### src/rtl/dbu_defs.vh
`ifndef DBU_DEFS_VH
`define DBU_DEFS_VH

// ==========================================
// Register byte offsets
`define DBU_OFS_CMD        9'h000
`define DBU_OFS_FMT        9'h004
`define DBU_OFS_FLAG       9'h014
`define DBU_OFS_RXH        9'h018
`define DBU_OFS_TXH        9'h01c
`define DBU_OFS_DIV        9'h020
`define DBU_OFS_DMA        9'h100

// ==========================================
// Command register bits
`define DBU_CMD_RX_RST     2
`define DBU_CMD_TX_RST     3
`define DBU_CMD_RX_ON      4
`define DBU_CMD_RX_OFF     5
`define DBU_CMD_TX_ON      6
`define DBU_CMD_TX_OFF     7
`define DBU_CMD_ERR_CLR    8

// ==========================================
// Format register fields
`define DBU_FMT_PAR_LSB    9
`define DBU_FMT_MODE_LSB   14
`define DBU_FMT_RST        32'h0000_0000
`define DBU_DIV_RST        16'h0000
`define DBU_MODE_NORMAL    2'h0
`define DBU_MODE_ECHO      2'h1
`define DBU_MODE_LOCAL     2'h2
`define DBU_MODE_REMOTE    2'h3

// ==========================================
// Flag register bits
`define DBU_FLAG_RX_CHAR_AVAIL     0
`define DBU_FLAG_TX_HOLDING_FREE     1
`define DBU_FLAG_RX_OVERRUN_FLAG      5
`define DBU_FLAG_FRAME     6
`define DBU_FLAG_PARITY_ERR_FLAG      7
`define DBU_FLAG_TX_ALL_DONE   9

// ==========================================
// Timing counts in sampling ticks
`define DBU_OVS            5'h10
`define DBU_START_LOW      4'h7
`define DBU_FIRST_SAMPLE   5'h18

`endif

### src/rtl/dbu_top.v
// Behaviour
// - Sample tick every divisor clocks, bit sixteen
// - Divisor zero stops receiver and transmitter
// - Receiver off at reset, enable starts hunting
// - Receiver disable waits for character end
// - Receiver reset drops character immediately
// - Start bit needs more than seven samples
// - First sample at 24, then every 16
// - Completed character sets ready, read clears
// - Overrun when ready still set, sticky
// - Parity mismatch flag, sticky until clear
// - Low stop bit sets framing flag
// - Transmitter off at reset, waits holding write
// - Transmitter disable finishes both characters
// - Transmitter reset stops at once
// - Start, eight data LSB first, parity, stop
// - Transmit ready while enabled and holding empty
// - Transmit empty after final stop bit
// - Ready flags request DMA, channels at 0x100; no channel registers here, that window reads zero
// - Echo copies receive pin to transmit pin
// - Local loopback feeds transmitter to receiver
// - Remote loopback wires pins, both halves idle
// - Parity codes zero-three, top bit none
//
// Added by the designer: the Avalon-MM interface to the registers and the register offsets.
`timescale 1ns/1ps
`include "dbu_defs.vh"

module dbu_top
(
	input  wire        i_clk_sys,
	input  wire        i_resetn,
	input  wire [8:0]  i_avs_address,
	input  wire        i_avs_read,
	input  wire        i_avs_write,
	input  wire [31:0] i_avs_writedata,
	input  wire [3:0]  i_avs_byteenable,
	output reg  [31:0] o_avs_readdata,
	output reg         o_avs_waitrequest,
	input  wire        i_serial_rx_pin,
	output reg         o_serial_tx_pin,
	output reg         o_rx_dma_req,
	output reg         o_tx_dma_req
);

localparam RX_OFF  = 3'h1;
localparam RX_HUNT = 3'h2;
localparam RX_BITS = 3'h4;

// ==========================================
// Bus slave
wire        acc;
wire        acc_wr;
wire        acc_rd;
wire [31:0] wmask;
wire [31:0] wdat;
reg  [31:0] rd_nxt;

assign acc    = (i_avs_read || i_avs_write) && !o_avs_waitrequest;
assign acc_wr = acc && i_avs_write;
assign acc_rd = acc && i_avs_read;
assign wmask  = {{8{i_avs_byteenable[3]}}, {8{i_avs_byteenable[2]}},
	{8{i_avs_byteenable[1]}}, {8{i_avs_byteenable[0]}}};
assign wdat   = i_avs_writedata & wmask;

// Every access costs two cycles; effects land on the completing edge
always @(posedge i_clk_sys or negedge i_resetn)
begin
	if (!i_resetn)
	begin
		o_avs_waitrequest <= 1'h1;
		o_avs_readdata    <= 32'h0;
	end
	else if (acc)
		o_avs_waitrequest <= 1'h1;
	else if (i_avs_read || i_avs_write)
	begin
		o_avs_waitrequest <= 1'h0;
		o_avs_readdata    <= i_avs_read ? rd_nxt : 32'h0;
	end
end

// ==========================================
// Command decode
wire wr_cmd;
wire rx_rst;
wire rx_on;
wire rx_off;
wire tx_rst;
wire tx_on;
wire tx_off;
wire err_clr;
wire wr_txh;
wire rd_rxh;

assign wr_cmd  = acc_wr && i_avs_address == `DBU_OFS_CMD;
assign rx_rst  = wr_cmd && wdat[`DBU_CMD_RX_RST];
assign rx_off  = wr_cmd && wdat[`DBU_CMD_RX_OFF];
assign rx_on   = wr_cmd && wdat[`DBU_CMD_RX_ON] && !rx_off;
assign tx_rst  = wr_cmd && wdat[`DBU_CMD_TX_RST];
assign tx_off  = wr_cmd && wdat[`DBU_CMD_TX_OFF];
assign tx_on   = wr_cmd && wdat[`DBU_CMD_TX_ON] && !tx_off;
assign err_clr = wr_cmd && wdat[`DBU_CMD_ERR_CLR];
assign wr_txh  = acc_wr && i_avs_address == `DBU_OFS_TXH && i_avs_byteenable[0];
assign rd_rxh  = acc_rd && i_avs_address == `DBU_OFS_RXH;

// ==========================================
// Format and divisor registers
reg  [31:0] fmt_r;
reg  [15:0] clock_divisor_r;
wire [2:0]  parity_type;
wire [1:0]  channel_test_mode;
wire        par_on;

assign parity_type       = fmt_r[`DBU_FMT_PAR_LSB +: 3];
assign channel_test_mode = fmt_r[`DBU_FMT_MODE_LSB +: 2];
// top code bit means no parity
assign par_on            = !parity_type[2];

always @(posedge i_clk_sys or negedge i_resetn)
begin
	if (!i_resetn)
	begin
		fmt_r           <= `DBU_FMT_RST;
		clock_divisor_r <= `DBU_DIV_RST;
	end
	else if (acc_wr)
	begin
		if (i_avs_address == `DBU_OFS_FMT)
			fmt_r <= ((fmt_r & ~wmask) | wdat) & 32'h0000_ce00;
		if (i_avs_address == `DBU_OFS_DIV)
			clock_divisor_r <= (clock_divisor_r & ~wmask[15:0]) | wdat[15:0];
	end
end

// ==========================================
// Sampling tick divider
reg  [15:0] div_cnt_r;
reg         tick_r;
wire        div_on;
wire        rx_ok;
wire        tx_ok;

assign div_on = clock_divisor_r != 16'h0;
assign rx_ok  = div_on && channel_test_mode != `DBU_MODE_REMOTE;
assign tx_ok  = div_on && channel_test_mode != `DBU_MODE_REMOTE;

always @(posedge i_clk_sys or negedge i_resetn)
begin
	if (!i_resetn)
	begin
		div_cnt_r <= 16'h0;
		tick_r    <= 1'h0;
	end
	else if (!div_on)
	begin
		div_cnt_r <= 16'h0;
		tick_r    <= 1'h0;
	end
	else if (div_cnt_r >= clock_divisor_r - 16'h1)
	begin
		div_cnt_r <= 16'h0;
		tick_r    <= 1'h1;
	end
	else
	begin
		div_cnt_r <= div_cnt_r + 16'h1;
		tick_r    <= 1'h0;
	end
end

// ==========================================
// Receiver
reg  [2:0] rx_st_r;
reg  [3:0] low_cnt_r;
reg  [4:0] gap_r;
reg  [3:0] bit_idx_r;
reg  [7:0] rx_data_r;
reg        rx_parb_r;
reg        rx_stop_pend_r;
reg  [7:0] rxh_r;
reg        rx_char_avail_r;
reg        rx_overrun_flag_r;
reg        frame_r;
reg        parity_err_flag_r;
wire       tx_line;
wire       rx_line;
wire       rx_tick;
wire [3:0] last_idx;
wire       rx_done;
wire       rx_exp_par;

assign rx_line  = channel_test_mode == `DBU_MODE_LOCAL ? tx_line : i_serial_rx_pin;
assign rx_tick  = tick_r && rx_ok;
assign last_idx = par_on ? 4'h9 : 4'h8;
assign rx_done  = rx_st_r == RX_BITS && rx_tick && gap_r == 5'h1
	&& bit_idx_r == last_idx && !rx_rst;

dbu_par u_rx_par
(
	.i_data (rx_data_r),
	.i_type (parity_type),
	.o_bit  (rx_exp_par)
);

always @(posedge i_clk_sys or negedge i_resetn)
begin
	if (!i_resetn)
	begin
		rx_st_r        <= RX_OFF;
		low_cnt_r      <= 4'h0;
		gap_r          <= 5'h0;
		bit_idx_r      <= 4'h0;
		rx_data_r      <= 8'h0;
		rx_parb_r      <= 1'h0;
		rx_stop_pend_r <= 1'h0;
	end
	else if (rx_rst)
	begin
		rx_st_r        <= RX_OFF;
		rx_stop_pend_r <= 1'h0;
	end
	else
	begin
		case (rx_st_r)
			RX_OFF:
			begin
				if (rx_on)
				begin
					rx_st_r   <= RX_HUNT;
					low_cnt_r <= 4'h0;
				end
			end
			RX_HUNT:
			begin
				if (rx_off)
					rx_st_r <= RX_OFF;
				else if (rx_tick)
				begin
					if (rx_line)
						low_cnt_r <= 4'h0;
					// eighth low sample is a start
					else if (low_cnt_r == `DBU_START_LOW)
					begin
						rx_st_r   <= RX_BITS;
						// first sample 24 after the edge
						gap_r     <= `DBU_FIRST_SAMPLE - {1'h0, `DBU_START_LOW};
						bit_idx_r <= 4'h0;
					end
					else
						low_cnt_r <= low_cnt_r + 4'h1;
				end
			end
			RX_BITS:
			begin
				if (rx_off)
					rx_stop_pend_r <= 1'h1;
				if (rx_tick)
				begin
					if (gap_r == 5'h1)
					begin
						gap_r     <= `DBU_OVS;
						bit_idx_r <= bit_idx_r + 4'h1;
						if (bit_idx_r < 4'h8)
							rx_data_r <= {rx_line, rx_data_r[7:1]};
						else if (bit_idx_r != last_idx)
							rx_parb_r <= rx_line;
						if (bit_idx_r == last_idx)
						begin
							rx_st_r        <= (rx_stop_pend_r || rx_off) ? RX_OFF : RX_HUNT;
							low_cnt_r      <= 4'h0;
							rx_stop_pend_r <= 1'h0;
						end
					end
					else
						gap_r <= gap_r - 5'h1;
				end
			end
			default:
				rx_st_r <= RX_OFF;
		endcase
	end
end

// Set beats clear when both land together
always @(posedge i_clk_sys or negedge i_resetn)
begin
	if (!i_resetn)
	begin
		rxh_r   <= 8'h0;
		rx_char_avail_r <= 1'h0;
		rx_overrun_flag_r  <= 1'h0;
		frame_r <= 1'h0;
		parity_err_flag_r  <= 1'h0;
	end
	else
	begin
		if (rx_done)
		begin
			rxh_r   <= rx_data_r;
			rx_char_avail_r <= 1'h1;
		end
		else if (rd_rxh)
			rx_char_avail_r <= 1'h0;
		if (rx_done && rx_char_avail_r && !rd_rxh)
			rx_overrun_flag_r <= 1'h1;
		else if (err_clr)
			rx_overrun_flag_r <= 1'h0;
		if (rx_done && !rx_line)
			frame_r <= 1'h1;
		else if (err_clr)
			frame_r <= 1'h0;
		if (rx_done && par_on && rx_parb_r != rx_exp_par)
			parity_err_flag_r <= 1'h1;
		else if (err_clr)
			parity_err_flag_r <= 1'h0;
	end
end

// ==========================================
// Transmitter control
reg        tx_en_r;
reg        tx_off_pend_r;
reg  [7:0] txh_r;
reg        txh_full_r;
wire       tx_busy;
wire       tx_go;
wire       tx_par_bit;
wire       tx_holding_free;
wire       tx_all_done;

// start only from a written holding register
assign tx_go   = tx_en_r && txh_full_r && !tx_busy && tx_ok && !tx_rst;
// ready while enabled and holding empty
assign tx_holding_free   = tx_en_r && !txh_full_r;
// empty once shifter and holding drain
assign tx_all_done = tx_en_r && !txh_full_r && !tx_busy;

dbu_par u_tx_par
(
	.i_data (txh_r),
	.i_type (parity_type),
	.o_bit  (tx_par_bit)
);

dbu_tx u_tx
(
	.i_clk_sys (i_clk_sys),
	.i_resetn  (i_resetn),
	.i_tick    (tick_r),
	.i_go      (tx_go),
	.i_data    (txh_r),
	.i_par_on  (par_on),
	.i_par_bit (tx_par_bit),
	.i_abort   (tx_rst),
	.o_line    (tx_line),
	.o_busy    (tx_busy)
);

always @(posedge i_clk_sys or negedge i_resetn)
begin
	if (!i_resetn)
	begin
		tx_en_r       <= 1'h0;
		tx_off_pend_r <= 1'h0;
		txh_r         <= 8'h0;
		txh_full_r    <= 1'h0;
	end
	else if (tx_rst)
	begin
		tx_en_r       <= 1'h0;
		tx_off_pend_r <= 1'h0;
		txh_full_r    <= 1'h0;
	end
	else
	begin
		if (tx_on)
			tx_en_r <= 1'h1;
		if (tx_off && !tx_busy && !txh_full_r)
			tx_en_r <= 1'h0;
		else if (tx_off)
			tx_off_pend_r <= 1'h1;
		else if (tx_off_pend_r && !tx_busy && !txh_full_r)
		begin
			tx_en_r       <= 1'h0;
			tx_off_pend_r <= 1'h0;
		end
		// Holding write may refill the slot freed this edge
		if (wr_txh)
		begin
			txh_r      <= i_avs_writedata[7:0];
			txh_full_r <= 1'h1;
		end
		else if (tx_go)
			txh_full_r <= 1'h0;
	end
end

// ==========================================
// Pin routing and request outputs
reg tx_pin_nxt;

always @*
begin
	case (channel_test_mode)
		`DBU_MODE_ECHO: tx_pin_nxt = i_serial_rx_pin;
		`DBU_MODE_LOCAL: tx_pin_nxt = 1'h1;
		`DBU_MODE_REMOTE: tx_pin_nxt = i_serial_rx_pin;
		default: tx_pin_nxt = tx_line;
	endcase
end

always @(posedge i_clk_sys or negedge i_resetn)
begin
	if (!i_resetn)
	begin
		o_serial_tx_pin <= 1'h1;
		o_rx_dma_req    <= 1'h0;
		o_tx_dma_req    <= 1'h0;
	end
	else
	begin
		o_serial_tx_pin <= tx_pin_nxt;
		o_rx_dma_req    <= rx_char_avail_r && !rd_rxh;
		o_tx_dma_req    <= tx_holding_free && !wr_txh;
	end
end

// ==========================================
// Read mux; DMA channel window reads zero
always @*
begin
	rd_nxt = 32'h0;
	case (i_avs_address)
		`DBU_OFS_FMT: rd_nxt = fmt_r;
		`DBU_OFS_DIV: rd_nxt = {16'h0, clock_divisor_r};
		`DBU_OFS_RXH: rd_nxt = {24'h0, rxh_r};
		`DBU_OFS_FLAG:
		begin
			rd_nxt[`DBU_FLAG_RX_CHAR_AVAIL]   = rx_char_avail_r;
			rd_nxt[`DBU_FLAG_TX_HOLDING_FREE]   = tx_holding_free;
			rd_nxt[`DBU_FLAG_RX_OVERRUN_FLAG]    = rx_overrun_flag_r;
			rd_nxt[`DBU_FLAG_FRAME]   = frame_r;
			rd_nxt[`DBU_FLAG_PARITY_ERR_FLAG]    = parity_err_flag_r;
			rd_nxt[`DBU_FLAG_TX_ALL_DONE] = tx_all_done;
		end
		default: rd_nxt = 32'h0;
	endcase
end

endmodule

### src/rtl/dbu_par.v
`timescale 1ns/1ps

// ==========================================
// Parity bit for one character
module dbu_par
(
	input  wire [7:0] i_data,
	input  wire [2:0] i_type,
	output reg        o_bit
);

always @*
begin
	case (i_type[1:0])
		2'h0: o_bit = ^i_data;
		2'h1: o_bit = ~^i_data;
		2'h2: o_bit = 1'h0;
		default: o_bit = 1'h1;
	endcase
end

endmodule

### src/rtl/dbu_tx.v
`timescale 1ns/1ps
`include "dbu_defs.vh"

// ==========================================
// Character shifter, one bit per 16 ticks
module dbu_tx
(
	input  wire       i_clk_sys,
	input  wire       i_resetn,
	input  wire       i_tick,
	input  wire       i_go,
	input  wire [7:0] i_data,
	input  wire       i_par_on,
	input  wire       i_par_bit,
	input  wire       i_abort,
	output reg        o_line,
	output reg        o_busy
);

reg [10:0] sh_r;
reg [3:0]  left_r;
reg [3:0]  sub_r;

always @(posedge i_clk_sys or negedge i_resetn)
begin
	if (!i_resetn)
	begin
		sh_r   <= 11'h7ff;
		left_r <= 4'h0;
		sub_r  <= 4'h0;
		o_busy <= 1'h0;
		o_line <= 1'h1;
	end
	else if (i_abort)
	begin
		o_busy <= 1'h0;
		o_line <= 1'h1;
	end
	else if (i_go)
	begin
		if (i_par_on)
		begin
			sh_r   <= {1'h1, i_par_bit, i_data, 1'h0};
			left_r <= 4'hb;
		end
		else
		begin
			sh_r   <= {2'h3, i_data, 1'h0};
			left_r <= 4'ha;
		end
		sub_r  <= 4'h0;
		o_busy <= 1'h1;
	end
	else if (o_busy && i_tick)
	begin
		if (sub_r == 4'h0)
		begin
			o_line <= sh_r[0];
			sh_r   <= {1'h1, sh_r[10:1]};
			left_r <= left_r - 4'h1;
		end
		sub_r <= sub_r + 4'h1;
		if ({1'h0, sub_r} == `DBU_OVS - 5'h1 && left_r == 4'h0)
			o_busy <= 1'h0;
	end
end

endmodule

### config.mk
export PLATFORM = sky130hd
export DESIGN_NAME = dbu_top
export DESIGN_NICKNAME = d
export VERILOG_FILES = /design/src/rtl/dbu_top.v /design/src/rtl/dbu_par.v /design/src/rtl/dbu_tx.v
export VERILOG_INCLUDE_DIRS = /design/src /design/src/rtl
export SDC_FILE = /design/constraint.sdc
export NUM_CORES = 1
export LEC_CHECK = 0
export BUFFER_PORTS_ARGS = -buffer_cell sky130_fd_sc_hd__buf_4
export CAP_MARGIN = 5
export CORE_UTILIZATION = 35
export DETAILED_ROUTE_END_ITERATION = 12
export PLACE_DENSITY = 0.62
export SYNTH_ARGS = -nofsm -noshare
export SYNTH_HDL_FRONTEND = slang
export SYNTH_SLANG_ARGS = --single-unit
### constraint.sdc
create_clock -name i_clk_sys -period 11.75 [get_ports i_clk_sys]
set_clock_uncertainty 0.15 [all_clocks]
set_input_delay 2.35 -clock i_clk_sys [delete_from_list [all_inputs] [get_ports i_clk_sys]]
set_output_delay 2.35 -clock i_clk_sys [all_outputs]
set_load 0.01 [all_outputs]
==> flow_summary.toml, run 1 <==
[grt]
grt_usage_pct = 17.4
grtUsageMet1_pct = 24.0
grt_pass1_wl_mm = 26.9
overflow = 0
antenna_found_initial = 0
met2_usage_pct = 26.9
met3_usage_pct = 4.23
top_usage_layer = "met2"
grt_pass1_vias = 4900
grt_max_degree = 65

[setup_path]
critical_path_class = "in2reg"
startpoint = "i_avs_address[1]"
crit_path_end_kind = "register"
critPathLaunchType = "input port"
crit_path_max_fanout = 22
cp.required_ns = 11.87
arrival_ns = 4.83

[detailed_routing]
vias_per_cell = 5.16
ant_nets = 0
drt_first_pass_iters = 5
first_iter_violations = 381
post_drt_wl_per_cell_um = 16.4
wl_mm = 16.3
vias = 5131
drc = 0

[placed_design]
place_inst = 963
dpl-instance-area_mm2 = 0.00753
dp_slack_ns = 6.66
place_congestion = 0.819
port_buffers = 51
place.detailed.hpwl_mm = 11.8

[final_layout]
final_cell_count_no_fill = 995
layout_common_cells = "dfrtp_1, nand2_1, buf_4, mux2_2, nor2_1"
fin_util_pct = 41.7
post-route-cell-area_mm2 = 0.00812
layout-drive-gt1-share_pct = 22.7
final_common_cell = "dfrtp_1"
antenna_cells = 0
area_growth_pct = 16.5
nets = 793

[sta]
rsz0062_at_grt = "no"
final_max_slew_viol_count = 0
tightest_slew_ns = 1.22
holdWs_ns = 0.336
max_freq_ghz = 0.212
hold_viol = 0
tns_ns = 0
fin_crit_sh_pct = 40.2
worst_slack_ns = 7.03
finalSetupViolCount = 0
min_period_ns = 4.72
slew-limit-headroom_pct = 17.9

[yosys]
synth.avg_cell_area_um2 = 10.5
syn_inst = 663
ys_types = 76
synth_edf_count = 0
ys_seq_area_share_pct = 45.8
synth-main-ff-cell = "dfrtp_1"
synthArstFlopShare_pct = 100
netlist_area_mm2 = 0.00697
yosysWarnings = 0
ys_ff_latch = 127

[flow_run]
max_cap_violations = 0

[clock_network]
numCtsBuffers = 17
cts_resized = 0
cts_tree = "built"
path_clk_slew_ns = 0.06
cts_root_buf = "clkbuf_16"
ctsHoldBuffers = 0
clock_latency_ns = 0.43
cts_sinks = 127
htree_levels = 4
cts_setup_buffers = 0
clockBufferDepth = 2

[die]
initial_core_util_pct = 35.8
num_rows = 51
die_w_um = 143
num_io_pins = 86
die_area_mm2 = 0.0205
die_h_um = 143
coreArea_mm2 = 0.0195

[power]
vdd.ir_drop.worst_v = 0.000103
powerDensity_mw_per_mm2 = 135
p_leak_nw = 3.73
power_mw = 1.10

[min_path]
holdCritStartpoint = "gap_r[1]"
holdCritPathClass = "reg2reg"

[status]
status = "completed"
-- power breakdown --
group          switching (mW)  internal (mW)
combinational          0.0681         0.0418
clock                   0.209          0.315
sequential             0.0147          0.450
total                   0.292          0.806
-- worst max-delay path: stages --
cell	delay, ns
buf_4	0.13
nor4_2	0.58
nor4b_2	0.92
and2_1	0.42
nor2_4	0.17
nor2_1	0.17
a22oi_1	0.08
-- layout make-up --
cell class / count / area, um^2
Clock inverter: 14 / 158
Inverter: 13 / 48.8
Tap cell: 265 / 332
Fill cell: 1866 / 11300
Sequential cell: 127 / 3200
Clock buffer: 18 / 429
Multi-Input combinational cell: 505 / 3560
Timing Repair Buffer: 53 / 398
-- metal layers --
layer	vias up	wire [um]
li1	2493	-
met1	2528	8000
met2	97	7570
met3	13	579
met4	0	158
met5	-	0
-- synth_stat cells (5+ instances only) --
cell / count / area share (%)
nand3_1: 19 / 1.4
o21ai_0: 33 / 2.4
buf_4: 17 / 1.8
nand2b_1: 7 / 0.63
a22oi_1: 8 / 0.86
or3_1: 5 / 0.45
o21ai_1: 10 / 0.72
a222oi_1: 5 / 0.72
mux2i_1: 9 / 1.3
nor2_1: 41 / 2.2
a21oi_1: 14 / 1.0
a21o_1: 6 / 0.65
and2_1: 7 / 0.63
ha_1: 26 / 4.7
o31ai_1: 8 / 0.86
dfstp_2: 14 / 5.3
inv_1: 13 / 0.70
nand2_1: 79 / 4.3
dfrtp_1: 113 / 41
xor2_1: 17 / 2.1
nor4_1: 5 / 0.45
nor3_1: 15 / 1.1
xnor2_1: 33 / 4.1
a32o_1: 8 / 1.1
mux2_2: 44 / 7.1
clkbuf_1: 7 / 0.38
and3_1: 9 / 0.81
-- path summary, 6_finish.rpt --
kind,end,slack [ns],cells past startpoint
worst max-delay path,u_tx.left_r[1],7.03,7
worst min-delay path,gap_r[1],0.34,2
worst max register to register,div_cnt_r[0],7.78,13
worst min register to register,gap_r[1],0.34,2
max in group asynchronous,txh_r[1],8.27,2
min in group asynchronous,div_cnt_r[14],1.85,1
-- cells by family (layout without fill, tap and decap cells) --
| family | Yosys count | in the layout | synth area share (%) |
|---|---|---|---|
| fa+ha+maj | 26 | 26 | 4.67 |
| buf+inv | 46 | 98 | 3.89 |
| other cells | 1 | 16 | 0.0538 |
| mux | 53 | 53 | 8.40 |
| xor+xnor | 50 | 50 | 6.28 |
| simple gates | 237 | 237 | 18.6 |
| flops | 127 | 127 | 45.8 |
| compound gates | 123 | 123 | 12.3 |
Power figures use the tool's default switching activity.
==> run 2, diff against run 1 <==
clock period = 4.63 ns   (was 11.75 ns; I/O delays follow)
==> run 2 against run 1 <==
Net effect: critical path depth up 6; die area unchanged; global-route usage fell by 0.43 points; wire length fell by 0.63%; non-clock buffer count grew 4; clock-buffer cell count stayed put; via count decreased by 0.45%; sequential power grew to 2.5 times the previous value; setup slack worse by 6.3 ns; largest power group unchanged; highest routed layer unchanged.
==> flow_summary.toml, run 2 (synthesis gave the netlist of run 1 again) <==
[clock_network]
htree_levels = 4
clockBufferDepth = 2
cts_sinks = 127
numCtsBuffers = 17
cts_setup_buffers = 0
ctsHoldBuffers = 0
cts_resized = 0
clock_latency_ns = 0.42
path_clk_slew_ns = 0.06
cts_root_buf = "clkbuf_16"
cts_tree = "built"

[sta]
worst_slack_ns = 0.719
slew-limit-headroom_pct = 35.6
holdWs_ns = 0.324
max_freq_ghz = 0.256
rsz0062_at_grt = "no"
min_period_ns = 3.91
hold_viol = 0
finalSetupViolCount = 0
tns_ns = 0
tightest_slew_ns = 0.958
final_max_slew_viol_count = 0
fin_crit_sh_pct = 84.5

[detailed_routing]
vias_per_cell = 5.12
ant_nets = 0
vias = 5108
drc = 0
drt_first_pass_iters = 6
post_drt_wl_per_cell_um = 16.2
wl_mm = 16.2
first_iter_violations = 405

[final_layout]
final_common_cell = "dfrtp_1"
layout-drive-gt1-share_pct = 23.2
nets = 797
antenna_cells = 0
layout_common_cells = "dfrtp_1, nand2_1, buf_4, mux2_2, nor2_1"
area_growth_pct = 17.2

[die]
die_area_mm2 = 0.0205
die_w_um = 143
coreArea_mm2 = 0.0195
die_h_um = 143
num_rows = 51
num_io_pins = 86
initial_core_util_pct = 35.8

[grt]
antenna_found_initial = 0
grt_pass1_wl_mm = 26.4
grt_max_degree = 68
grt_usage_pct = 17.0
overflow = 0
grt_pass1_vias = 4964

[status]
status = "completed"

[setup_path]
reg2reg_depth = 13
crit_top_cell = "or3_1"
critPathLaunchType = "register"
slowest_delay_ns = 0.47
regToRegSetupSlack_ns = 0.72
arrival_ns = 4.10
rr_endpoint = "div_cnt_r[0]"
cp_cell_sequence = "nor2_2 -> nand3_1 -> or4_1 -> or3_1 -> or3_1 -> a21oi_1 -> ha_1 -> and4_1 -> a221o_1 -> a221oi_1 -> o21ai_1 -> buf_4 -> nor3b_1"
critical_path_class = "reg2reg"
crit_path_max_fanout = 17
crit_path_end_kind = "register"
critPathSlowestCell = "dfrtp_1"
cp.required_ns = 4.81

[power]
switching_share_pct = 26.4
p_leak_nw = 3.78
seqPwrFrac_pct = 41.9
internal_power_mw = 2.07
comb_power_share_pct = 10.1
pwr-share-clk_pct = 48.0
p_sw_mw = 0.740
power_mw = 2.81
vdd.ir_drop.worst_v = 0.000274
powerDensity_mw_per_mm2 = 344

[flow_run]
max_cap_violations = 0

[min_path]
holdPathEnd = "tx_en_r"
holdPathStages = 1
holdCritPathClass = "reg2reg"
holdCritStartpoint = "tx_off_pend_r"

[placed_design]
place_congestion = 0.820
place.detailed.hpwl_mm = 11.9
dp_slack_ns = 0.724
port_buffers = 51
==> run 2: cell count changes in the layout (fill, tap and decap cells not counted) <==
| cell | delta |
|---|---|
| inv_8 | +1 |
| clkinv_2 | +1 |
| inv_6 | +1 |
| buf_12 | +1 |
| clkbuf_1 | -1 |
| buf_4 | +3 |
| clkinv_4 | +1 |
| clkinvlp_4 | -5 |
| clkbuf_8 | +1 |
==> run 2: metrics by stage <==
stage / util [%] / area (um^2) / cells
2_1_floorplan: - / 7030 / 678
3_3_place_gp: 38.9 / 7580 / 967
3_5_place_dp: 38.9 / 7580 / 967
4_1_cts: 42.0 / 8170 / 998
5_1_grt: 42.0 / 8170 / 998
6_report: 42.0 / 8170 / 998
==> run 2: worst max-delay path: cells and delay by family, from the launching register on <==
family | cells | cell delay [ns]
buffers and inverters | 1 | 0.20
flip-flops | 1 | 0.47
AND/OR/NAND/NOR | 7 | 1.86
adder cells (fa/ha/maj) | 1 | 0.25
AO/OA/AOI/OAI | 4 | 0.88
==> run 2: worst max path at each step <==
| stage | cells after the start | to | slack, ns |
|---|---|---|---|
| after floorplan | 13 | div_cnt_r[10] | 0.95 |
| final | 13 | div_cnt_r[0] | 0.72 |
| after detailed placement | 13 | div_cnt_r[0] | 0.72 |
| after global routing | 13 | div_cnt_r[0] | 0.45 |
| after global placement | 13 | tick_r | 0.80 |
| after CTS | 13 | div_cnt_r[0] | 0.72 |
==> run 2: per-layer routing <==
layer,GRT usage [%],routed length (um),part of all wire (%)
met2,26.9,7590,47
met3,3.76,548,3.4
met5,0,0,0
met4,5.09,142,0.88
met1,23.1,7920,49
==> run 2: layout make-up <==
class,instances,area [um^2]
Multi-Input combinational cell,505,3560
Fill cell,1864,11300
Timing Repair Buffer,57,440
Tap cell,265,332
Clock buffer,18,439
Clock inverter,13,154
Inverter,13,48.8
Sequential cell,127,3200
==> run 2: power by group through the flow <==
stage	Clock [mW]	Combinational, mW	Sequential, mW
after CTS	1.38	0.287	1.18
after detailed placement	0	0.286	1.20
after floorplan	0	0.183	1.19
final	1.35	0.284	1.18
after global routing	1.42	0.317	1.18
after global placement	0	0.285	1.20
